[config.mk]
export PLATFORM = sky130hd
export DESIGN_NAME = ddcr_top
export DESIGN_NICKNAME = d
export VERILOG_FILES = /design/src/ddcr_pkg.sv /design/src/ddcr_top.sv /design/src/ddcr_pair.sv
export SDC_FILE = /design/constraint.sdc
export NUM_CORES = 1
export LEC_CHECK = 0
export BUFFER_PORTS_ARGS = -buffer_cell sky130_fd_sc_hd__buf_2
export CAP_MARGIN = 20
export CORE_ASPECT_RATIO = 0.75
export CORE_MARGIN = 8
export CORE_UTILIZATION = 53
export CTS_BUF_LIST = sky130_fd_sc_hd__clkbuf_4
export CTS_CLUSTER_SIZE = 12
export DETAILED_ROUTE_END_ITERATION = 7
export HOLD_SLACK_MARGIN = 0.12
export PLACE_DENSITY = 0.76
export SLEW_MARGIN = 10
export SYNTH_ARGS = -nofsm -noshare
export SYNTH_HDL_FRONTEND = slang
export SYNTH_SLANG_ARGS = --single-unit
[constraint.sdc]
create_clock -name sys_clk_in -period 1.66 [get_ports sys_clk_in]
set_input_delay 0.332 -clock sys_clk_in [delete_from_list [all_inputs] [get_ports sys_clk_in]]
set_output_delay 0.332 -clock sys_clk_in [all_outputs]
set_load 0.01 [all_outputs]
[src/ddcr_pkg.sv]
// Purpose: Shared constants and types for the digital datapath control register block.
// Assumes: Register port is the word interface of the serial control port engine.
// Notes: Every offset, field position and reset value used by the design lives here.
package ddcr_pkg;

    // Register address on the serial control port
    localparam logic [7:0] DDC_ADDR = 8'h01;

    // Field positions inside digital_datapath_control
    localparam int BIT_RSVD_HI = 15;
    localparam int BIT_PHASE_CLEAR = 14;
    localparam int BIT_PN_SYNC_EN = 13;
    localparam int BIT_SYNC_SEL_PN = 12;
    localparam int BIT_PULSE_SYNC_EN = 11;
    localparam int BIT_RSVD_LO = 10;
    localparam int BIT_INV_SINC_EN = 9;
    localparam int BIT_SAMPLE_CLK_EN = 8;
    localparam int BIT_INTERP_HI = 7;
    localparam int BIT_INTERP_LO = 6;
    localparam int BIT_OFFSET_BIN = 5;
    localparam int BIT_SINGLE_PORT = 4;
    localparam int BIT_REAL_MODE = 3;
    localparam int BIT_IQ_INVERT = 2;
    localparam int BIT_Q_FIRST = 1;
    localparam int BIT_GAIN_HALF = 0;

    // Power-up value: only the sample clock output is enabled
    localparam logic [15:0] DDC_RESET = 16'h0100;
    // Writable bits; the two reserved bits never store anything
    localparam logic [15:0] DDC_WMASK = 16'h7BFF;

    // Widths
    localparam int WORD_W = 16;
    localparam int SYNC_W = 2 * WORD_W + 1;

    // Interpolation rate codes
    localparam logic [1:0] INTERP_1X = 2'h0;
    localparam logic [1:0] INTERP_2X = 2'h1;
    localparam logic [1:0] INTERP_4X = 2'h2;
    localparam logic [1:0] INTERP_8X = 2'h3;

    // Reset values of datapath state
    localparam logic [15:0] WORD_RESET = 16'h0000;
    localparam logic [SYNC_W-1:0] SYNC_RESET = 33'h000000000;

    // One assembled I/Q sample pair
    typedef struct packed {
        logic [WORD_W-1:0] i;
        logic [WORD_W-1:0] q;
    } ddcr_iq_s;

    // Decoded configuration fields
    typedef struct packed {
        logic phase_clear;
        logic pn_sync_en;
        logic sync_sel_pn;
        logic pulse_sync_en;
        logic inv_sinc_en;
        logic sample_clk_en;
        logic [1:0] interp;
        logic offset_bin;
        logic single_port;
        logic real_mode;
        logic iq_invert;
        logic q_first;
        logic gain_half;
    } ddcr_ctrl_s;

    // Pairing state of the single-port assembler
    typedef enum logic [1:0] {
        PAIR_EMPTY = 2'b01,
        PAIR_HELD = 2'b10
    } ddcr_pair_e;

endpackage

[src/ddcr_top.sv]
// Purpose: Digital datapath control register and the input datapath it steers.
// Assumes: Register port is driven by the serial control port engine on sys_clk_in.
// Assumes: Input ports and the qualifier pin are asynchronous and get synchronised here.
// Notes: Sync, filter and oscillator logic live outside; they receive the decoded fields.
`timescale 1ns/1ps
module ddcr_top (
    // Clock and reset
    input wire logic sys_clk_in,
    input wire logic rst_n_in,
    // Software reset level from the serial port configuration
    input wire logic soft_reset_in,
    // Register port from the serial control port engine
    input wire logic [7:0] reg_addr_in,
    input wire logic [15:0] reg_wdata_in,
    input wire logic reg_wr_in,
    input wire logic reg_rd_in,
    output logic [15:0] reg_rdata_out,
    output logic reg_rack_out,
    // Parallel data pins
    input wire logic [ddcr_pkg::WORD_W-1:0] first_input_port_in,
    input wire logic [ddcr_pkg::WORD_W-1:0] second_input_port_in,
    input wire logic transmit_qualifier_pin_in,
    // Assembled samples to the interpolation chain
    output logic [ddcr_pkg::WORD_W-1:0] sample_i_out,
    output logic [ddcr_pkg::WORD_W-1:0] sample_q_out,
    output logic sample_valid_out,
    // Output sample clock pin
    output logic output_sample_clock_out,
    output logic output_sample_clock_oe_n_out,
    // Decoded controls to the rest of the datapath
    output logic nco_phase_clear_out,
    output logic pn_sync_enable_out,
    output logic sync_mode_pn_out,
    output logic pulse_sync_enable_out,
    output logic inv_sinc_enable_out,
    output logic [1:0] interp_rate_out,
    output logic q_path_disable_out,
    output logic nco_gain_half_out
);

    // Convert one input word to twos complement when offset binary is selected
    function automatic logic [ddcr_pkg::WORD_W-1:0] to_twos(
        input logic [ddcr_pkg::WORD_W-1:0] word,
        input logic offset_bin
    );
        logic [ddcr_pkg::WORD_W-1:0] res;
        res = word;
        res[ddcr_pkg::WORD_W-1] = word[ddcr_pkg::WORD_W-1] ^ offset_bin;
        return res;
    endfunction

    // Register state
    logic [15:0] ctrl_r;
    logic [15:0] ctrl_nxt;

    // Pin synchronisers
    logic [ddcr_pkg::SYNC_W-1:0] pin_meta_r;
    logic [ddcr_pkg::SYNC_W-1:0] pin_sync_r;
    logic [ddcr_pkg::SYNC_W-1:0] pin_raw;

    // Paired data from the assembler
    ddcr_pkg::ddcr_iq_s pair_w;
    logic pair_valid_w;

    // Output sample clock divider
    logic sample_clk_r;

    // Field view of the register
    ddcr_pkg::ddcr_ctrl_s ctrl;

    // Decode of the register address
    wire addr_hit = (reg_addr_in == ddcr_pkg::DDC_ADDR);
    wire wr_hit = reg_wr_in && addr_hit && !soft_reset_in;
    wire [15:0] read_word = addr_hit ? ctrl_r : 16'h0000;

    // Writes keep only defined bits; reserved bits never hold a one
    assign ctrl_nxt = reg_wdata_in & ddcr_pkg::DDC_WMASK;

    // Field extraction
    assign ctrl.phase_clear = ctrl_r[ddcr_pkg::BIT_PHASE_CLEAR];
    assign ctrl.pn_sync_en = ctrl_r[ddcr_pkg::BIT_PN_SYNC_EN];
    assign ctrl.sync_sel_pn = ctrl_r[ddcr_pkg::BIT_SYNC_SEL_PN];
    assign ctrl.pulse_sync_en = ctrl_r[ddcr_pkg::BIT_PULSE_SYNC_EN];
    assign ctrl.inv_sinc_en = ctrl_r[ddcr_pkg::BIT_INV_SINC_EN];
    assign ctrl.sample_clk_en = ctrl_r[ddcr_pkg::BIT_SAMPLE_CLK_EN];
    assign ctrl.interp = ctrl_r[ddcr_pkg::BIT_INTERP_HI:ddcr_pkg::BIT_INTERP_LO];
    assign ctrl.offset_bin = ctrl_r[ddcr_pkg::BIT_OFFSET_BIN];
    assign ctrl.single_port = ctrl_r[ddcr_pkg::BIT_SINGLE_PORT];
    assign ctrl.real_mode = ctrl_r[ddcr_pkg::BIT_REAL_MODE];
    assign ctrl.iq_invert = ctrl_r[ddcr_pkg::BIT_IQ_INVERT];
    assign ctrl.q_first = ctrl_r[ddcr_pkg::BIT_Q_FIRST];
    assign ctrl.gain_half = ctrl_r[ddcr_pkg::BIT_GAIN_HALF];

    // Control register; soft reset holds it at the power-up value while high
    always_ff @(posedge sys_clk_in or negedge rst_n_in) begin
        if (!rst_n_in) begin
            ctrl_r <= ddcr_pkg::DDC_RESET;
        end else if (soft_reset_in) begin
            ctrl_r <= ddcr_pkg::DDC_RESET;
        end else if (wr_hit) begin
            ctrl_r <= ctrl_nxt;
        end
    end

    // Read answer one cycle after the strobe; unmapped addresses read zero
    always_ff @(posedge sys_clk_in or negedge rst_n_in) begin
        if (!rst_n_in) begin
            reg_rdata_out <= 16'h0000;
            reg_rack_out <= 1'b0;
        end else begin
            reg_rack_out <= reg_rd_in;
            if (reg_rd_in) begin
                reg_rdata_out <= read_word;
            end
        end
    end

    // Gather pins into one vector so every bit passes the same two stages
    assign pin_raw = {transmit_qualifier_pin_in, second_input_port_in, first_input_port_in};

    // Two-stage synchronisers; data and qualifier stay aligned by sharing the depth
    genvar g;
    generate
        for (g = 0; g < ddcr_pkg::SYNC_W; g = g + 1) begin : g_sync
            always_ff @(posedge sys_clk_in or negedge rst_n_in) begin
                if (!rst_n_in) begin
                    pin_meta_r[g] <= 1'b0;
                    pin_sync_r[g] <= 1'b0;
                end else begin
                    pin_meta_r[g] <= pin_raw[g];
                    pin_sync_r[g] <= pin_meta_r[g];
                end
            end
        end
    endgenerate

    // Pair assembly for both port modes
    ddcr_pair u_pair (
        .sys_clk_in(sys_clk_in),
        .rst_n_in(rst_n_in),
        .clear_in(soft_reset_in),
        .single_port_in(ctrl.single_port),
        .q_first_in(ctrl.q_first),
        .iq_invert_in(ctrl.iq_invert),
        .qual_in(pin_sync_r[ddcr_pkg::SYNC_W-1]),
        .p1_in(pin_sync_r[ddcr_pkg::WORD_W-1:0]),
        .p2_in(pin_sync_r[2*ddcr_pkg::WORD_W-1:ddcr_pkg::WORD_W]),
        .pair_out(pair_w),
        .pair_valid_out(pair_valid_w)
    );

    // Format conversion and real-mode masking of the Q path
    wire [ddcr_pkg::WORD_W-1:0] conv_i = to_twos(pair_w.i, ctrl.offset_bin);
    wire [ddcr_pkg::WORD_W-1:0] conv_q = to_twos(pair_w.q, ctrl.offset_bin);
    wire [ddcr_pkg::WORD_W-1:0] gated_q = ctrl.real_mode ? ddcr_pkg::WORD_RESET : conv_q;

    // Sample outputs register the converted pair
    always_ff @(posedge sys_clk_in or negedge rst_n_in) begin
        if (!rst_n_in) begin
            sample_i_out <= ddcr_pkg::WORD_RESET;
            sample_q_out <= ddcr_pkg::WORD_RESET;
            sample_valid_out <= 1'b0;
        end else begin
            sample_valid_out <= pair_valid_w;
            if (pair_valid_w) begin
                sample_i_out <= conv_i;
                sample_q_out <= gated_q;
            end
        end
    end

    // Output sample clock runs at half the system rate while enabled
    always_ff @(posedge sys_clk_in or negedge rst_n_in) begin
        if (!rst_n_in) begin
            sample_clk_r <= 1'b0;
            output_sample_clock_out <= 1'b0;
            output_sample_clock_oe_n_out <= 1'b1;
        end else begin
            sample_clk_r <= ctrl.sample_clk_en ? ~sample_clk_r : 1'b0;
            output_sample_clock_out <= sample_clk_r;
            output_sample_clock_oe_n_out <= ~ctrl.sample_clk_en;
        end
    end

    // Decoded controls, registered so downstream sees clean levels
    always_ff @(posedge sys_clk_in or negedge rst_n_in) begin
        if (!rst_n_in) begin
            nco_phase_clear_out <= 1'b0;
            pn_sync_enable_out <= 1'b0;
            sync_mode_pn_out <= 1'b0;
            pulse_sync_enable_out <= 1'b0;
            inv_sinc_enable_out <= 1'b0;
            interp_rate_out <= ddcr_pkg::INTERP_1X;
            q_path_disable_out <= 1'b0;
            nco_gain_half_out <= 1'b0;
        end else begin
            nco_phase_clear_out <= ctrl.phase_clear;
            pn_sync_enable_out <= ctrl.pn_sync_en;
            sync_mode_pn_out <= ctrl.sync_sel_pn;
            pulse_sync_enable_out <= ctrl.pulse_sync_en;
            inv_sinc_enable_out <= ctrl.inv_sinc_en;
            interp_rate_out <= ctrl.interp;
            q_path_disable_out <= ctrl.real_mode;
            nco_gain_half_out <= ctrl.gain_half;
        end
    end

endmodule

[src/ddcr_pair.sv]
// Purpose: Assembles I/Q pairs from the input ports in dual or single-port mode.
// Assumes: Inputs are already synchronised to sys_clk_in.
// Notes: In single-port mode a pair appears at most every second cycle.
`timescale 1ns/1ps
module ddcr_pair (
    // Clock and reset
    input wire logic sys_clk_in,
    input wire logic rst_n_in,
    input wire logic clear_in,
    // Configuration
    input wire logic single_port_in,
    input wire logic q_first_in,
    input wire logic iq_invert_in,
    // Synchronised port data
    input wire logic qual_in,
    input wire logic [ddcr_pkg::WORD_W-1:0] p1_in,
    input wire logic [ddcr_pkg::WORD_W-1:0] p2_in,
    // Assembled pair
    output ddcr_pkg::ddcr_iq_s pair_out,
    output logic pair_valid_out
);

    ddcr_pkg::ddcr_pair_e state_r;
    ddcr_pkg::ddcr_pair_e state_nxt;
    logic [ddcr_pkg::WORD_W-1:0] held_r;
    logic [ddcr_pkg::WORD_W-1:0] prev_q_r;
    logic have_q_r;
    ddcr_pkg::ddcr_iq_s pair_nxt;
    logic valid_nxt;

    // Qualifier meaning and which word opens a pair
    wire is_i_word = qual_in ^ iq_invert_in;
    wire lead_word = q_first_in ? ~is_i_word : is_i_word;
    wire trail_hit = ~lead_word && (state_r == ddcr_pkg::PAIR_HELD);

    // Next pair: dual port takes I from the first port and Q from the second (the previous cycle's when Q leads), single port joins two words
    always_comb begin
        state_nxt = state_r;
        pair_nxt = pair_out;
        valid_nxt = 1'b0;
        if (!single_port_in) begin
            state_nxt = ddcr_pkg::PAIR_EMPTY;
            pair_nxt.i = p1_in;
            pair_nxt.q = q_first_in ? prev_q_r : p2_in;
            valid_nxt = ~q_first_in | have_q_r;
        end else begin
            case (state_r)
                ddcr_pkg::PAIR_EMPTY: begin
                    if (lead_word) begin
                        state_nxt = ddcr_pkg::PAIR_HELD;
                    end
                end
                ddcr_pkg::PAIR_HELD: begin
                    if (trail_hit) begin
                        state_nxt = ddcr_pkg::PAIR_EMPTY;
                        pair_nxt.i = q_first_in ? p1_in : held_r;
                        pair_nxt.q = q_first_in ? held_r : p1_in;
                        valid_nxt = 1'b1;
                    end
                end
                default: begin
                    state_nxt = ddcr_pkg::PAIR_EMPTY;
                end
            endcase
        end
    end

    // Registers; a lone trailing word with nothing held is dropped
    always_ff @(posedge sys_clk_in or negedge rst_n_in) begin
        if (!rst_n_in) begin
            state_r <= ddcr_pkg::PAIR_EMPTY;
            held_r <= ddcr_pkg::WORD_RESET;
            prev_q_r <= ddcr_pkg::WORD_RESET;
            have_q_r <= 1'b0;
            pair_out <= '0;
            pair_valid_out <= 1'b0;
        end else if (clear_in) begin
            state_r <= ddcr_pkg::PAIR_EMPTY;
            have_q_r <= 1'b0;
            pair_valid_out <= 1'b0;
        end else begin
            state_r <= state_nxt;
            if (single_port_in && lead_word) begin
                held_r <= p1_in;
            end
            prev_q_r <= p2_in;
            have_q_r <= ~single_port_in;
            pair_out <= pair_nxt;
            pair_valid_out <= valid_nxt;
        end
    end

endmodule

==> summary.txt <==
die height: 121 um
largest net degree at the start of global routing: 41
average wire per standard cell: 17.7 um
share of flip-flops with an asynchronous set or reset: 1.00
post-route minimum period: 1.77 ns
maximum level of the CTS H-tree: 2
RSZ-0062 raised after global routing: true
worst relative slew slack: 0.647
Post-Syn Area: 7730 um2
required time worst endpoint: 2.13 ns
status: complete, but fails checks
Longest Clk Path Bufs: 3
drt first pass iters: 4
max-cap violation count: 0
Net Sw Power: 2.48 mW
switching portion of total power: 0.243
Hold Path Class: in2async
Least-Margin Pin Slew: 0.528 ns
Synth Flop Type: dfrtp_1
area delta synth->final: 30.5%
Final Skew: 0.0357 ns
P_leak: 4.64 nW
Num CTS Buffers: 48
DRC: 0
die area: 18700 um2
clock net sink count: 208
Syn Inst Count: 509
commonest non-fill, non-tap cells in the layout: dfrtp_1, buf_2, mux2_2
Reg-to-Reg Start: ctrl_r[2]
NumNets Final: 799
Peak VDD IR: 0.743 mV
pwr/cell area: 1010 nW/um2
YS warnings: 0
Fill cells: 970
Final Hold Viols: 0
CTS tree: yes
IO Port Bufs: 118
Yosys reg bits: 208
met1 GRT Util: 0.232
gp weighted congestion: 0.831
Initial Util: 0.538
proportion of layout cells with a drive suffix above 1: 0.439
antenna violations before repair: 1
violated checks: setup timing
vias in the first global route: 5559
clk_lat worst skew: 0.60 ns
# rows: 38
Final setup viols: 48
met2 Usage GRT: 0.292
critical path class: reg2reg
DP Worst Slack: -0.0788 ns
CTS root buffer: clkbuf_4
fin. max-slew vios: 0
GRT busiest layer: met2
global-route wire length before repair: 27600 um
combinational power share: 0.094
GR Util met3: 0.0545
via count: 5050
final worst slack: -0.113 ns
period utilization: 1.07
clock network fraction of total power: 0.361
Worst setup SP type: register
CP endpoint kind: register
initial DRC count: 260
register area: 5210 um2
critical path peak fanout: 12
vias per inst: 5.20
Die W: 155 um
total global-route track usage: 0.182
Pint: 7.72 mW
crit path DAT: 2.24 ns
clk slew on worst S/H paths: 0.07 ns
Tot Pwr: 10.2 mW
post-synth cell types: 36
GRT overflow: 0
total wire length: 17200 um
commonest non-fill, non-tap cell in the layout: dfrtp_1
multi-input logic area: 2320 um2
synthesized area per cell: 15.2 um2
DP HPWL: 10500 um
Setup crit start: ctrl_r[2]
Seq pwr share: 0.545
I/O pins: 123
total core area: 14400 um2
Routed Antenna Nets: 0
Post-synth EDFFs: 0
register area share after synthesis: 0.674
achievable frequency: 564 MHz
==> routing by layer <==
layer,share of wire,routed length [um],up-vias
li1,-,-,2279
met1,0.43,7360,2524
met2,0.48,8310,206
met3,0.069,1180,41
met4,0.021,354,0
met5,0,0,-
==> Yosys cell counts (2+ instances only) <==
| cell | n | area (um2) |
|---|---|---|
| dfstp_2 | 3 | 78.8 |
| nand2_1 | 16 | 60.1 |
| o31ai_1 | 13 | 97.6 |
| xnor2_1 | 2 | 17.5 |
| mux2_1 | 10 | 113 |
| nand3b_1 | 15 | 113 |
| o22ai_1 | 14 | 87.6 |
| mux2_2 | 86 | 968 |
| nor3b_1 | 2 | 15.0 |
| dfrtp_1 | 205 | 5130 |
| clkbuf_1 | 21 | 78.8 |
| o21ai_0 | 15 | 75.1 |
| buf_6 | 3 | 33.8 |
| inv_1 | 31 | 116 |
| nor2_1 | 5 | 18.8 |
| buf_2 | 4 | 20.0 |
| buf_4 | 4 | 30.0 |
| mux4_2 | 16 | 360 |
| buf_1 | 2 | 7.51 |
| nand4_1 | 13 | 81.3 |
| a21oi_1 | 14 | 70.1 |
==> worst max-delay path, stage by stage, from the launching register on <==
cell and delay [ns]:
dfrtp_1 0.40, xnor3_2 0.43, a21oi_4 0.16, buf_12 0.14, clkbuf_16 0.18, mux2_2 0.34
==> sequential cells by signal, indices dropped and copies added (netlist names), 2 cells and up <==
signal and flops:
ctrl_r 14, interp_rate_out 2, pin_meta_r 33, pin_sync_r 33, reg_rdata_out 14, sample_i_out 16
sample_q_out 16, u_pair.held_r 16, u_pair.pair_out 32, u_pair.prev_q_r 16, u_pair.state_r 2
==> per-stage QoR <==
stage / utilization / std cells / hold slack, ns / TNS (ns) / cell area, um2
3_3_place_gp: 0.608 / 822 / 0.284 / -0.622 / 8730
3_5_place_dp: 0.608 / 822 / 0.287 / -2.48 / 8730
6_report: 0.702 / 971 / 0.238 / -2.99 / 10100
4_1_cts: 0.692 / 967 / 0.136 / -2.24 / 9940
5_1_grt: 0.702 / 971 / 0.169 / -5.10 / 10100
2_1_floorplan: - / 510 / 0.0364 / -0.178 / 7740
==> path summary, 6_finish.rpt <==
path	endpoint	slack (ns)	cells past startpoint
max	u_pair.pair_out[21]	-0.11	5
max in group asynchronous	ctrl_r[8]	0.82	3
min reg2reg	pin_sync_r[20]	0.34	0
min	pin_meta_r[2]	0.24	2
max reg2reg	u_pair.pair_out[21]	-0.11	5
min in group sys_clk_in	ctrl_r[11]	0.24	3
==> power groups by stage <==
stage	registers [mW]	logic (mW)	clock network, mW
final	5.56	0.954	3.68
after floorplan	5.65	0.362	0
after detailed placement	5.65	0.811	0
after CTS	5.56	0.913	3.80
after global routing	5.59	1.04	4.08
after global placement	5.63	0.784	0
==> cell families (layout without fill, tap and decap cells) <==
logic type | count (synthesis) | count (layout) | share of synthesized area
AOI/OAI and AO/OA | 59 | 59 | 0.0468
and+or+nand+nor | 59 | 59 | 0.0469
DFF | 208 | 208 | 0.674
xor gates and xnor gates | 4 | 4 | 0.00631
other | 1 | 3 | 0.000485
muxes | 112 | 112 | 0.186
buffers and inverters | 66 | 326 | 0.0390
==> area by class of cell <==
type / count / share of cell area
clock inverters: 18 / 0.00683
multi-input cells: 236 / 0.230
well taps: 200 / 0.0248
clock buffers: 65 / 0.0484
repair buffers: 212 / 0.161
flip-flops and latches: 208 / 0.517
diodes: 1 / 0.000248
inverters: 31 / 0.0115
==> timing repair <==
item,CTS,global route
setup endpoints to repair,48,48
gates resized for setup,11,18
gates cloned,0,2
hold endpoints to repair,255,0
pin swaps,0,0
setup buffers,0,1
hold buffers,62,0
No activity file was read; power rests on OpenSTA's default activity.
